**config.mk**
```make
export PLATFORM = sky130hd
export DESIGN_NAME = pdsm_top
export DESIGN_NICKNAME = d
export VERILOG_FILES = /design/src/verilog/pdsm_pkg.sv /design/src/verilog/pdsm_flag_gate.sv /design/src/verilog/pdsm_path_fsm.sv /design/src/verilog/pdsm_top.sv
export VERILOG_INCLUDE_DIRS = /design/src /design/src/verilog
export SDC_FILE = /design/constraint.sdc
export NUM_CORES = 1
export LEC_CHECK = 0
export BUFFER_PORTS_ARGS = -buffer_cell sky130_fd_sc_hd__buf_2
export CAP_MARGIN = 30
export CORE_MARGIN = 2
export CORE_UTILIZATION = 53
export DETAILED_ROUTE_END_ITERATION = 8
export HOLD_SLACK_MARGIN = 0.05
export PLACE_DENSITY_LB_ADDON = 0.1
export SYNTH_ARGS = -nofsm -noshare
export SYNTH_HDL_FRONTEND = slang
export SYNTH_SLANG_ARGS = --single-unit
```
**constraint.sdc**
```tcl
create_clock -name CLK -period 4.1 [get_ports CLK]
set_input_delay 0.205 -clock CLK [delete_from_list [all_inputs] [get_ports CLK]]
set_output_delay 0.205 -clock CLK [all_outputs]
set_load 0.02 [all_outputs]
```
**src/verilog/pdsm_consts.svh**
```systemverilog
// Constants for the data path state tail and module flag gating
`ifndef PDSM_CONSTS_SVH
`define PDSM_CONSTS_SVH
// ============================================================
// Module flag register byte offsets
`define PDSM_OFS_EVENT 8'h08
`define PDSM_OFS_TEMP 8'h09
`define PDSM_OFS_AUX 8'h0A
`define PDSM_OFS_CUSTOM 8'h0B
// ============================================================
// Flag byte positions inside the flat flag vector
`define PDSM_IDX_EVENT 0
`define PDSM_IDX_TEMP 1
`define PDSM_IDX_AUX 2
`define PDSM_IDX_CUSTOM 3
`define PDSM_FLAG_BYTES 4
`define PDSM_BYTE_BITS 8
// ============================================================
// Values
`define PDSM_FLAG_RESET 8'h00
`define PDSM_ALL_ALLOWED 8'hFF
`define PDSM_NONE_ALLOWED 8'h00
`define PDSM_RDATA_UNMAPPED 8'h00
`define PDSM_STATE_BITS 3
`endif

```
**src/verilog/pdsm_pkg.sv**
```systemverilog
// Types for the data path state tail and module flag gating
package pdsm_pkg;
    typedef enum logic [2:0] {
        PS_DEACTIVATED,
        PS_INITIALIZING,
        PS_INITIALIZED,
        PS_DEINITIALIZING,
        PS_TX_TURNING_ON,
        PS_OPERATIONAL,
        PS_TX_TURNING_OFF
    } pdsm_path_state_type;

    typedef enum logic [2:0] {
        MS_RESETTING,
        MS_RESET,
        MS_MGMT_INIT,
        MS_LOW_POWER,
        MS_POWERING_UP,
        MS_OPERATIONAL,
        MS_POWERING_DOWN,
        MS_FAULTED
    } pdsm_mod_state_type;
endpackage : pdsm_pkg

```
**src/verilog/pdsm_flag_gate.sv**
```systemverilog
// Module state gating of module-level flag bytes
`timescale 1ns/1ps
`include "pdsm_consts.svh"
module pdsm_flag_gate #(
    parameter logic [7:0] LP_CUSTOM_MASK = 8'h00
) (
    input pdsm_pkg::pdsm_mod_state_type mod_state,
    output logic [31:0] allow
);
    import pdsm_pkg::*;

    function automatic logic in_reset_group(pdsm_mod_state_type s);
        in_reset_group = (s == MS_RESETTING) || (s == MS_RESET) ||
            (s == MS_MGMT_INIT);
    endfunction : in_reset_group

    function automatic logic in_low_group(pdsm_mod_state_type s);
        in_low_group = (s == MS_LOW_POWER) || (s == MS_FAULTED);
    endfunction : in_low_group

    // ============================================================
    // Allow mask per flag byte; data path state plays no part
    always_comb begin
        allow = '0;
        if (!in_reset_group(mod_state)) begin // [RULE19] [RULE20]
            allow[`PDSM_IDX_EVENT*`PDSM_BYTE_BITS +: `PDSM_BYTE_BITS] =
                `PDSM_ALL_ALLOWED;
            allow[`PDSM_IDX_TEMP*`PDSM_BYTE_BITS +: `PDSM_BYTE_BITS] =
                `PDSM_ALL_ALLOWED;
            if (in_low_group(mod_state)) begin
                allow[`PDSM_IDX_AUX*`PDSM_BYTE_BITS +: `PDSM_BYTE_BITS] =
                    `PDSM_NONE_ALLOWED; // [RULE21]
                // Only monitors that still work in low power
                allow[`PDSM_IDX_CUSTOM*`PDSM_BYTE_BITS +:
                    `PDSM_BYTE_BITS] = LP_CUSTOM_MASK; // [RULE22]
            end else begin
                allow[`PDSM_IDX_AUX*`PDSM_BYTE_BITS +: `PDSM_BYTE_BITS] =
                    `PDSM_ALL_ALLOWED; // [RULE21]
                allow[`PDSM_IDX_CUSTOM*`PDSM_BYTE_BITS +:
                    `PDSM_BYTE_BITS] = `PDSM_ALL_ALLOWED;
            end
        end
    end
endmodule : pdsm_flag_gate

```
**src/verilog/pdsm_path_fsm.sv**
```systemverilog
// One data path state machine
`timescale 1ns/1ps
`include "pdsm_consts.svh"
module pdsm_path_fsm (
    input wire logic clk,
    input wire logic ce,
    input wire logic rst,
    input wire logic deactivate_transition,
    input wire logic redeinit_transition,
    input wire logic deinit_transition,
    input wire logic init_done,
    input wire logic deinit_done,
    input wire logic tx_on_done,
    input wire logic tx_off_done,
    output pdsm_pkg::pdsm_path_state_type path_state,
    output pdsm_pkg::pdsm_path_state_type path_state_next
);
    import pdsm_pkg::*;

    pdsm_path_state_type state_reg;
    pdsm_path_state_type state_next;

    // ============================================================
    // Next state, evaluated once per enabled clock
    always_comb begin
        state_next = state_reg;
        if (ce) begin
            case (state_reg)
                PS_DEACTIVATED: begin
                    if (!deinit_transition) begin
                        state_next = PS_INITIALIZING;
                    end
                end
                PS_INITIALIZING: begin
                    if (deinit_transition) begin
                        state_next = PS_DEINITIALIZING;
                    end else if (init_done) begin
                        state_next = PS_INITIALIZED;
                    end
                end
                PS_INITIALIZED: begin
                    // Re-deinit has priority over turning on
                    if (redeinit_transition) begin // [RULE23]
                        state_next = PS_DEINITIALIZING;
                    end else if (!deactivate_transition) begin
                        state_next = PS_TX_TURNING_ON;
                    end
                end
                PS_DEINITIALIZING: begin
                    if (deinit_done) begin // [RULE3]
                        state_next = PS_DEACTIVATED;
                    end
                end
                PS_TX_TURNING_ON: begin
                    if (deactivate_transition) begin // [RULE7]
                        state_next = PS_TX_TURNING_OFF;
                    end else if (tx_on_done) begin // [RULE8]
                        state_next = PS_OPERATIONAL;
                    end
                end
                PS_OPERATIONAL: begin
                    if (deactivate_transition) begin // [RULE10]
                        state_next = PS_TX_TURNING_OFF;
                    end
                end
                PS_TX_TURNING_OFF: begin
                    if (tx_off_done) begin // [RULE18]
                        state_next = PS_INITIALIZED;
                    end
                end
                default: begin
                    state_next = PS_DEACTIVATED;
                end
            endcase
        end
    end

    always_ff @(posedge clk) begin
        if (rst) begin
            state_reg <= PS_DEACTIVATED;
        end else begin
            state_reg <= state_next;
        end
    end

    assign path_state = state_reg;
    assign path_state_next = state_next;
endmodule : pdsm_path_fsm

```
**src/verilog/pdsm_top.sv**
```systemverilog
// Data path state tail per path and gated module flag registers
//
// Behaviour
// [RULE1] In deinitializing, every transmit lane of the path is driven quiet.
// [RULE2] Disable and squelch controls do not change quiet while deinit.
// [RULE3] Deinitializing leaves for deactivated only when deinit is done.
// [RULE4] Turning on unmutes all transmit lanes; auto-squelch may still act.
// [RULE5] State entry updates lane state; operational entry sets changed flag.
// [RULE6] Turning on: transmit in transition, receive follows its status.
// [RULE7] Deactivate during turning on moves the path to turning off.
// [RULE8] Turning on becomes operational once all lanes are ready.
// [RULE9] Operational keeps every transmit lane unmuted.
// [RULE10] Deactivate in operational moves the path to turning off.
// [RULE11] Reinit request makes deactivate true and runs the full loop.
// [RULE12] Host writes equal reinit bits to all lanes of a path.
// [RULE13] Host sets all reinit bits of a path in one write.
// [RULE14] Paths without selected lanes ignore a reinit write.
// [RULE15] Host supplies a valid input signal before requesting reinit.
// [RULE16] Lane disable or forced squelch makes deactivate true.
// [RULE17] Turning off applies per-lane disable and squelch settings.
// [RULE18] Turning off ends in initialized once lanes are quiet; the code waits only on lanes with disable or forced squelch set.
// [RULE19] No module flag is set where its module state forbids it.
// [RULE20] All module flags suppressed in resetting, reset, mgmt init.
// [RULE21] Aux monitor flag byte settable only in power up, down, ready.
// [RULE22] Custom monitor flags in low power only for low power monitors.
// [RULE23] Initialized turns on when deactivate false; re-deinit wins.
// [RULE24] One state machine per path, stepped once per clock.
`timescale 1ns/1ps
`include "pdsm_consts.svh"
module pdsm_top #(
    parameter int PATHS = 4,
    parameter int LANES_PER_PATH = 2,
    parameter logic [7:0] LP_CUSTOM_MASK = 8'h00
) (
    input wire logic CLK,
    input wire logic CE,
    input wire logic RST,
    input pdsm_pkg::pdsm_mod_state_type MOD_STATE,
    input wire logic [PATHS-1:0] DEACTIVATE_REQ,
    input wire logic [PATHS-1:0] REDEINIT_REQ,
    input wire logic [PATHS-1:0] DEINIT_REQ,
    input wire logic [PATHS-1:0] INIT_DONE,
    input wire logic [PATHS-1:0] DEINIT_DONE,
    input wire logic [PATHS*LANES_PER_PATH-1:0] TX_LANE_DISABLE,
    input wire logic [PATHS*LANES_PER_PATH-1:0] TX_LANE_FORCED_SQUELCH,
    input wire logic [PATHS*LANES_PER_PATH-1:0] TX_LANE_READY,
    input wire logic [PATHS*LANES_PER_PATH-1:0] TX_LANE_QUIET,
    input wire logic REINIT_WR,
    input wire logic [PATHS*LANES_PER_PATH-1:0] REINIT_REQUEST_BITS,
    input wire logic [31:0] FLAG_EVENTS,
    input wire logic [7:0] REG_ADDR,
    input wire logic REG_RD,
    output logic [7:0] REG_RDATA,
    output logic [PATHS*LANES_PER_PATH-1:0] TX_QUIESCE,
    output logic [PATHS*LANES_PER_PATH*3-1:0] LANE_STATE,
    output logic [PATHS*LANES_PER_PATH-1:0] STATE_CHANGED
);
    import pdsm_pkg::*;

    localparam int LANES = PATHS * LANES_PER_PATH;

    // ============================================================
    // Lane to path helpers and flag byte offset lookup
    function automatic logic any_in_path(logic [LANES-1:0] v, int p);
        any_in_path = |v[p*LANES_PER_PATH +: LANES_PER_PATH];
    endfunction : any_in_path

    function automatic logic all_in_path(logic [LANES-1:0] v, int p);
        all_in_path = &v[p*LANES_PER_PATH +: LANES_PER_PATH];
    endfunction : all_in_path

    function automatic logic [7:0] flag_offset(int b);
        case (b)
            `PDSM_IDX_EVENT: flag_offset = `PDSM_OFS_EVENT;
            `PDSM_IDX_TEMP: flag_offset = `PDSM_OFS_TEMP;
            `PDSM_IDX_AUX: flag_offset = `PDSM_OFS_AUX;
            default: flag_offset = `PDSM_OFS_CUSTOM;
        endcase
    endfunction : flag_offset

    pdsm_path_state_type path_state [PATHS];
    pdsm_path_state_type path_state_next [PATHS];
    logic [PATHS-1:0] deactivate_transition;
    logic [PATHS-1:0] redeinit_transition;
    logic [PATHS-1:0] tx_on_done;
    logic [PATHS-1:0] tx_off_done;
    logic [PATHS-1:0] pending_reg;
    logic [PATHS-1:0] pending_next;
    logic [LANES-1:0] lane_off_req;

    assign lane_off_req = TX_LANE_DISABLE | TX_LANE_FORCED_SQUELCH;

    // ============================================================
    // Path state machines
    genvar gp;
    generate
        for (gp = 0; gp < PATHS; gp++) begin : g_path
            // Reinit keeps deactivate high until the path re-enters init
            assign deactivate_transition[gp] = DEACTIVATE_REQ[gp] |
                pending_reg[gp] | // [RULE11]
                any_in_path(lane_off_req, gp); // [RULE16]
            assign redeinit_transition[gp] = REDEINIT_REQ[gp] |
                pending_reg[gp]; // [RULE11]
            assign tx_on_done[gp] = all_in_path(TX_LANE_READY, gp); // [RULE8]
            // Lanes not asked to go off need not be quiet
            assign tx_off_done[gp] = all_in_path(
                TX_LANE_QUIET | ~lane_off_req, gp); // [RULE18]

            pdsm_path_fsm u_fsm ( // [RULE24]
                .clk(CLK),
                .ce(CE),
                .rst(RST),
                .deactivate_transition(deactivate_transition[gp]),
                .redeinit_transition(redeinit_transition[gp]),
                .deinit_transition(DEINIT_REQ[gp]),
                .init_done(INIT_DONE[gp]),
                .deinit_done(DEINIT_DONE[gp]),
                .tx_on_done(tx_on_done[gp]),
                .tx_off_done(tx_off_done[gp]),
                .path_state(path_state[gp]),
                .path_state_next(path_state_next[gp])
            );
        end
    endgenerate

    // ============================================================
    // Reinit pending per path
    always_comb begin
        pending_next = pending_reg;
        if (CE) begin
            for (int p = 0; p < PATHS; p++) begin
                // Staged setup is taken on entry to initializing
                if (path_state_next[p] == PS_INITIALIZING &&
                    path_state[p] != PS_INITIALIZING) begin
                    pending_next[p] = 1'b0;
                end
                // Set wins; a path with no selected lane is untouched;
                // a partly selected path still reinitialises whole
                if (REINIT_WR &&
                    any_in_path(REINIT_REQUEST_BITS, p)) begin
                    pending_next[p] = 1'b1; // [RULE11] [RULE12] [RULE14]
                end
            end
        end
    end

    always_ff @(posedge CLK) begin
        if (RST) begin
            pending_reg <= '0;
        end else begin
            pending_reg <= pending_next;
        end
    end

    // ============================================================
    // Lane outputs: quiesce, state and state changed
    logic [LANES-1:0] quiesce_reg;
    logic [LANES-1:0] quiesce_next;
    logic [LANES*3-1:0] lane_state_reg;
    logic [LANES*3-1:0] lane_state_next;
    logic [LANES-1:0] changed_reg;
    logic [LANES-1:0] changed_next;

    always_comb begin
        quiesce_next = quiesce_reg;
        lane_state_next = lane_state_reg;
        changed_next = changed_reg;
        if (CE) begin
            for (int l = 0; l < LANES; l++) begin
                case (path_state_next[l / LANES_PER_PATH])
                    PS_INITIALIZED, PS_TX_TURNING_OFF: begin
                        quiesce_next[l] = lane_off_req[l]; // [RULE17]
                    end
                    PS_TX_TURNING_ON: begin
                        // Unmuted; module auto-squelch sits downstream
                        quiesce_next[l] = 1'b0; // [RULE4] [RULE6]
                    end
                    PS_OPERATIONAL: begin
                        quiesce_next[l] = 1'b0; // [RULE9]
                    end
                    default: begin
                        // Controls are ignored here on purpose
                        quiesce_next[l] = 1'b1; // [RULE1] [RULE2]
                    end
                endcase
                lane_state_next[l*`PDSM_STATE_BITS +: `PDSM_STATE_BITS] =
                    path_state_next[l / LANES_PER_PATH]; // [RULE5]
                changed_next[l] =
                    path_state_next[l / LANES_PER_PATH] == PS_OPERATIONAL &&
                    path_state[l / LANES_PER_PATH] != PS_OPERATIONAL; // [RULE5]
            end
        end
    end

    always_ff @(posedge CLK) begin
        if (RST) begin
            quiesce_reg <= '1;
            lane_state_reg <= '0;
            changed_reg <= '0;
        end else begin
            quiesce_reg <= quiesce_next;
            lane_state_reg <= lane_state_next;
            changed_reg <= changed_next;
        end
    end

    assign TX_QUIESCE = quiesce_reg;
    assign LANE_STATE = lane_state_reg;
    assign STATE_CHANGED = changed_reg;

    // ============================================================
    // Module flag bytes, clear on read, set wins over the clear
    logic [31:0] allow;
    logic [`PDSM_BYTE_BITS-1:0] flag_reg [`PDSM_FLAG_BYTES];
    logic [`PDSM_BYTE_BITS-1:0] flag_next [`PDSM_FLAG_BYTES];
    logic [7:0] rdata_reg;
    logic [7:0] rdata_next;

    pdsm_flag_gate #(
        .LP_CUSTOM_MASK(LP_CUSTOM_MASK)
    ) u_gate (
        .mod_state(MOD_STATE),
        .allow(allow)
    );

    always_comb begin
        rdata_next = rdata_reg;
        for (int b = 0; b < `PDSM_FLAG_BYTES; b++) begin
            flag_next[b] = flag_reg[b];
        end
        if (CE) begin
            if (REG_RD) begin
                rdata_next = `PDSM_RDATA_UNMAPPED;
            end
            for (int b = 0; b < `PDSM_FLAG_BYTES; b++) begin
                if (REG_RD && REG_ADDR == flag_offset(b)) begin
                    rdata_next = flag_reg[b];
                    flag_next[b] = `PDSM_FLAG_RESET;
                end
                flag_next[b] = flag_next[b] |
                    (FLAG_EVENTS[b*`PDSM_BYTE_BITS +: `PDSM_BYTE_BITS] &
                    allow[b*`PDSM_BYTE_BITS +: `PDSM_BYTE_BITS]); // [RULE19]
            end
        end
    end

    always_ff @(posedge CLK) begin
        if (RST) begin
            rdata_reg <= `PDSM_RDATA_UNMAPPED;
            for (int b = 0; b < `PDSM_FLAG_BYTES; b++) begin
                flag_reg[b] <= `PDSM_FLAG_RESET;
            end
        end else begin
            rdata_reg <= rdata_next;
            for (int b = 0; b < `PDSM_FLAG_BYTES; b++) begin
                flag_reg[b] <= flag_next[b];
            end
        end
    end

    assign REG_RDATA = rdata_reg;
endmodule : pdsm_top
```
==> summary.md <==
| Metric | Value |
|---|---|
| H-tree levels | `3` |
| CTS clk-pin slew, worst paths | `80 ps` |
| Worst Path Class, Setup | `register to register` |
| Critical Path RT | `4320 ps` |
| Final #Nets | `719` |
| Final max-slew violation count | `0` |
| CP delay by family, top | `simple AND/OR/NAND/NOR gates` |
| Routed wire length per instance | `14.8 µm` |
| Post-DP HPWL | `7890 µm` |
| Antenna cells | `0` |
| #FFs+latches synth | `80` |
| Root buffer cell | `clkbuf_8` |
| TritonRoute pass-1 iters | `4` |
| Starting Density | `0.550` |
| Netlist cell types | `64` |
| FP Rows | `31` |
| Pwr per Cell Area | `360 nW/µm²` |
| Setup violators final | `0` |
| I/O Pins | `156` |
| Vias in the first global route | `3795` |
| Clk_skew | `8.89 ps` |
| Flop pwr share | `0.495` |
| Remaining global-route overflow | `0` |
| Critical path, cell by cell | `or3b_2 -> nor4_1 -> a211oi_1 -> nor3_1 -> o21bai_1 -> o211ai_1` |
| Internal power | `1.26 mW` |
| Setup tns final | `0 ps` |
| Largest register FFs | `32` |
| Final Hold Fails | `0` |
| Status | `finished, final reports clean` |
| Core box area | `7250 µm²` |
| Seq. cell area | `1600 µm²` |
| CTS tree | `built` |
| Worst path slowest cell | `or3b_2` |
| Fin cells | `714` |
| CTS Buffer Depth | `2` |
| Max incr delay on CP | `510 ps` |
| Drt via density | `5.76` |
| Min Tclk post-route | `2200 ps` |
| CTS Sinks | `80` |
| Syn Inst Count | `490` |
| Initial antenna violation count | `0` |
| PnR Total Power | `1.75 mW` |
| Port Buffers | `155` |
| Total Routing Usage GR | `0.252` |
| Pin count of the biggest net entering global routing | `47` |
| Die Width | `90.7 µm` |
| RSZ-0062 raised after global routing | `no` |
| Die area | `8230 µm²` |
| Drt first-iter violations | `201` |
| GP Congestion | `0.901` |
| Hold_buf cts | `0` |
| Fin crit share | `0.538` |
| IR drop worst, VDD | `0.287 mV` |
| Area occupied by multi-input gates | `2100 µm²` |
| Clock share of power | `0.320` |
| Synth async-reset ratio | `0` |
| Crit-path max FO | `11` |
| FF-to-FF setup slack | `1900 ps` |
| Comb pwr share | `0.185` |
| Achievable Freq | `0.454 GHz` |
| DRC Markers | `0` |
| First-pass GRT wire length | `17300 µm` |
| Worst Tran Pin Value | `869 ps` |
| Sw frac | `0.281` |
| P_sw | `0.491 mW` |
| Detailed Route WL | `10600 µm` |
| Most common cell after layout, fill and taps aside | `buf_2` |
| Relative slew slack | `0.420` |
| TritonCTS buffer count | `9` |
| Nature of the critical path endpoint | `register` |
| Resize count post-CTS | `0` |
| Worst Path Buf+Inv | `0` |
| Ys flop type | `dfxtp_1` |
| Hold Crit Class | `input pin to register` |
| Leakage | `2.06 nW` |
| Syn nets | `598` |
| Share of layout cells above drive strength 1 | `0.324` |
| Placed cell count | `698` |
| Setup Buffers After CTS | `0` |
| Post-synth EDFFs | `0` |
| Seq/Total Area, Yosys | `0.402` |
| Critical Path AT | `2430 ps` |
| Via count | `4114` |
| Max-cap viol count | `0` |
| Synth Warn # | `0` |
| Die H | `90.7 µm` |
| Remaining antenna violation count | `0` |
| Most frequent cells in the layout | `buf_2, dfxtp_1, nor2_1` |
| Post-Syn Area | `3990 µm²` |
| Syn_area_per_cell | `8.14 µm²` |
| Area growth syn-to-layout | `21.8%` |
| Clock Latency Late Sink | `340 ps` |
| Startpoint Class | `register` |
| Filler instances | `676` |
[worst register-to-register path: cells and delay by family (launching register included)]
kind,cells,cell delay (ps)
compound gates,3,450
simple gates,3,1140
flops,1,500
[final timing paths]
| check | startpoint | end | cells after the start |
|---|---|---|---|
| max reg2reg | g_path[1].u_fsm.path_state[1]$_SDFF_PP0_ | TX_QUIESCE[2]$_SDFFE_PP1P_ | 6 |
| min | FLAG_EVENTS[4] | flag_reg[0][4]$_SDFFE_PP0P_ | 3 |
| min reg2reg | REG_RDATA[1]$_SDFFE_PP0P_ | REG_RDATA[1]$_SDFFE_PP0P_ | 2 |
| max | g_path[1].u_fsm.path_state[1]$_SDFF_PP0_ | TX_QUIESCE[2]$_SDFFE_PP1P_ | 6 |
[Yosys cell counts, types with 4 or more instances]
| master | n | area share |
|---|---|---|
| nand2b_1 | 7 | 0.011 |
| a22oi_1 | 32 | 0.060 |
| buf_4 | 16 | 0.030 |
| nor2b_1 | 7 | 0.011 |
| nor3b_1 | 5 | 0.0094 |
| o21a_1 | 5 | 0.0094 |
| o22ai_1 | 14 | 0.022 |
| nor2_1 | 71 | 0.067 |
| o21bai_1 | 4 | 0.0075 |
| nand2_1 | 29 | 0.027 |
| mux2_2 | 8 | 0.023 |
| o21ai_0 | 19 | 0.024 |
| nor3_1 | 9 | 0.011 |
| o311ai_0 | 4 | 0.0088 |
| or2_2 | 6 | 0.0094 |
| inv_1 | 10 | 0.0094 |
| dfxtp_1 | 80 | 0.40 |
| clkbuf_1 | 29 | 0.027 |
| o211ai_1 | 5 | 0.0094 |
| and2_1 | 5 | 0.0078 |
| a21oi_1 | 48 | 0.060 |
| a211oi_1 | 6 | 0.011 |
| nor4_1 | 4 | 0.0063 |
[kinds of logic (layout without fill, tap and decap cells)]
kind of cell | after synthesis | in the layout | share of synthesized area
AO/OA/AOI/OAI | 171 | 171 | 0.284
buffers and inverters | 59 | 184 | 0.0713
flip-flops | 80 | 80 | 0.402
multiplexers | 8 | 8 | 0.0226
AND/OR/NAND/NOR | 172 | 172 | 0.220
[metrics by stage]
| step | hold slack (ps) | utilization | area [µm²] | setup WS (ps) |
|---|---|---|---|---|
| after floorplan | 366 | - | 3990 | 2120 |
| after global placement | 440 | 0.643 | 4660 | 1970 |
| after detailed placement | 444 | 0.643 | 4660 | 1890 |
| after CTS | 101 | 0.668 | 4850 | 1920 |
| after global routing | 116 | 0.669 | 4860 | 1730 |
| final | 108 | 0.669 | 4860 | 1900 |
[power by group through the flow]
stage	clock [mW]	sequential (mW)	combinational (mW)
after floorplan	0	0.880	0.210
after global placement	0	0.880	0.314
after detailed placement	0	0.882	0.320
after CTS	0.573	0.864	0.321
after global routing	0.612	0.872	0.356
final	0.559	0.865	0.323
[per-layer routing]
metal	vias up	global-route usage	wire length [µm]
li1	2023	-	-
met1	1909	0.314	4470
met2	161	0.428	5130
met3	21	0.0551	782
met4	0	0.0897	184
met5	-	0	0
[area by class of cell]
type | count | share of cell area
Multi-Input combinational cell | 351 | 0.433
Sequential cell | 80 | 0.330
Timing Repair Buffer | 159 | 0.166
Clock buffer | 11 | 0.0291
Tap cell | 99 | 0.0255
Clock inverter | 4 | 0.00928
Inverter | 10 | 0.00773
Note: power is estimated with default switching activity, not from simulation.
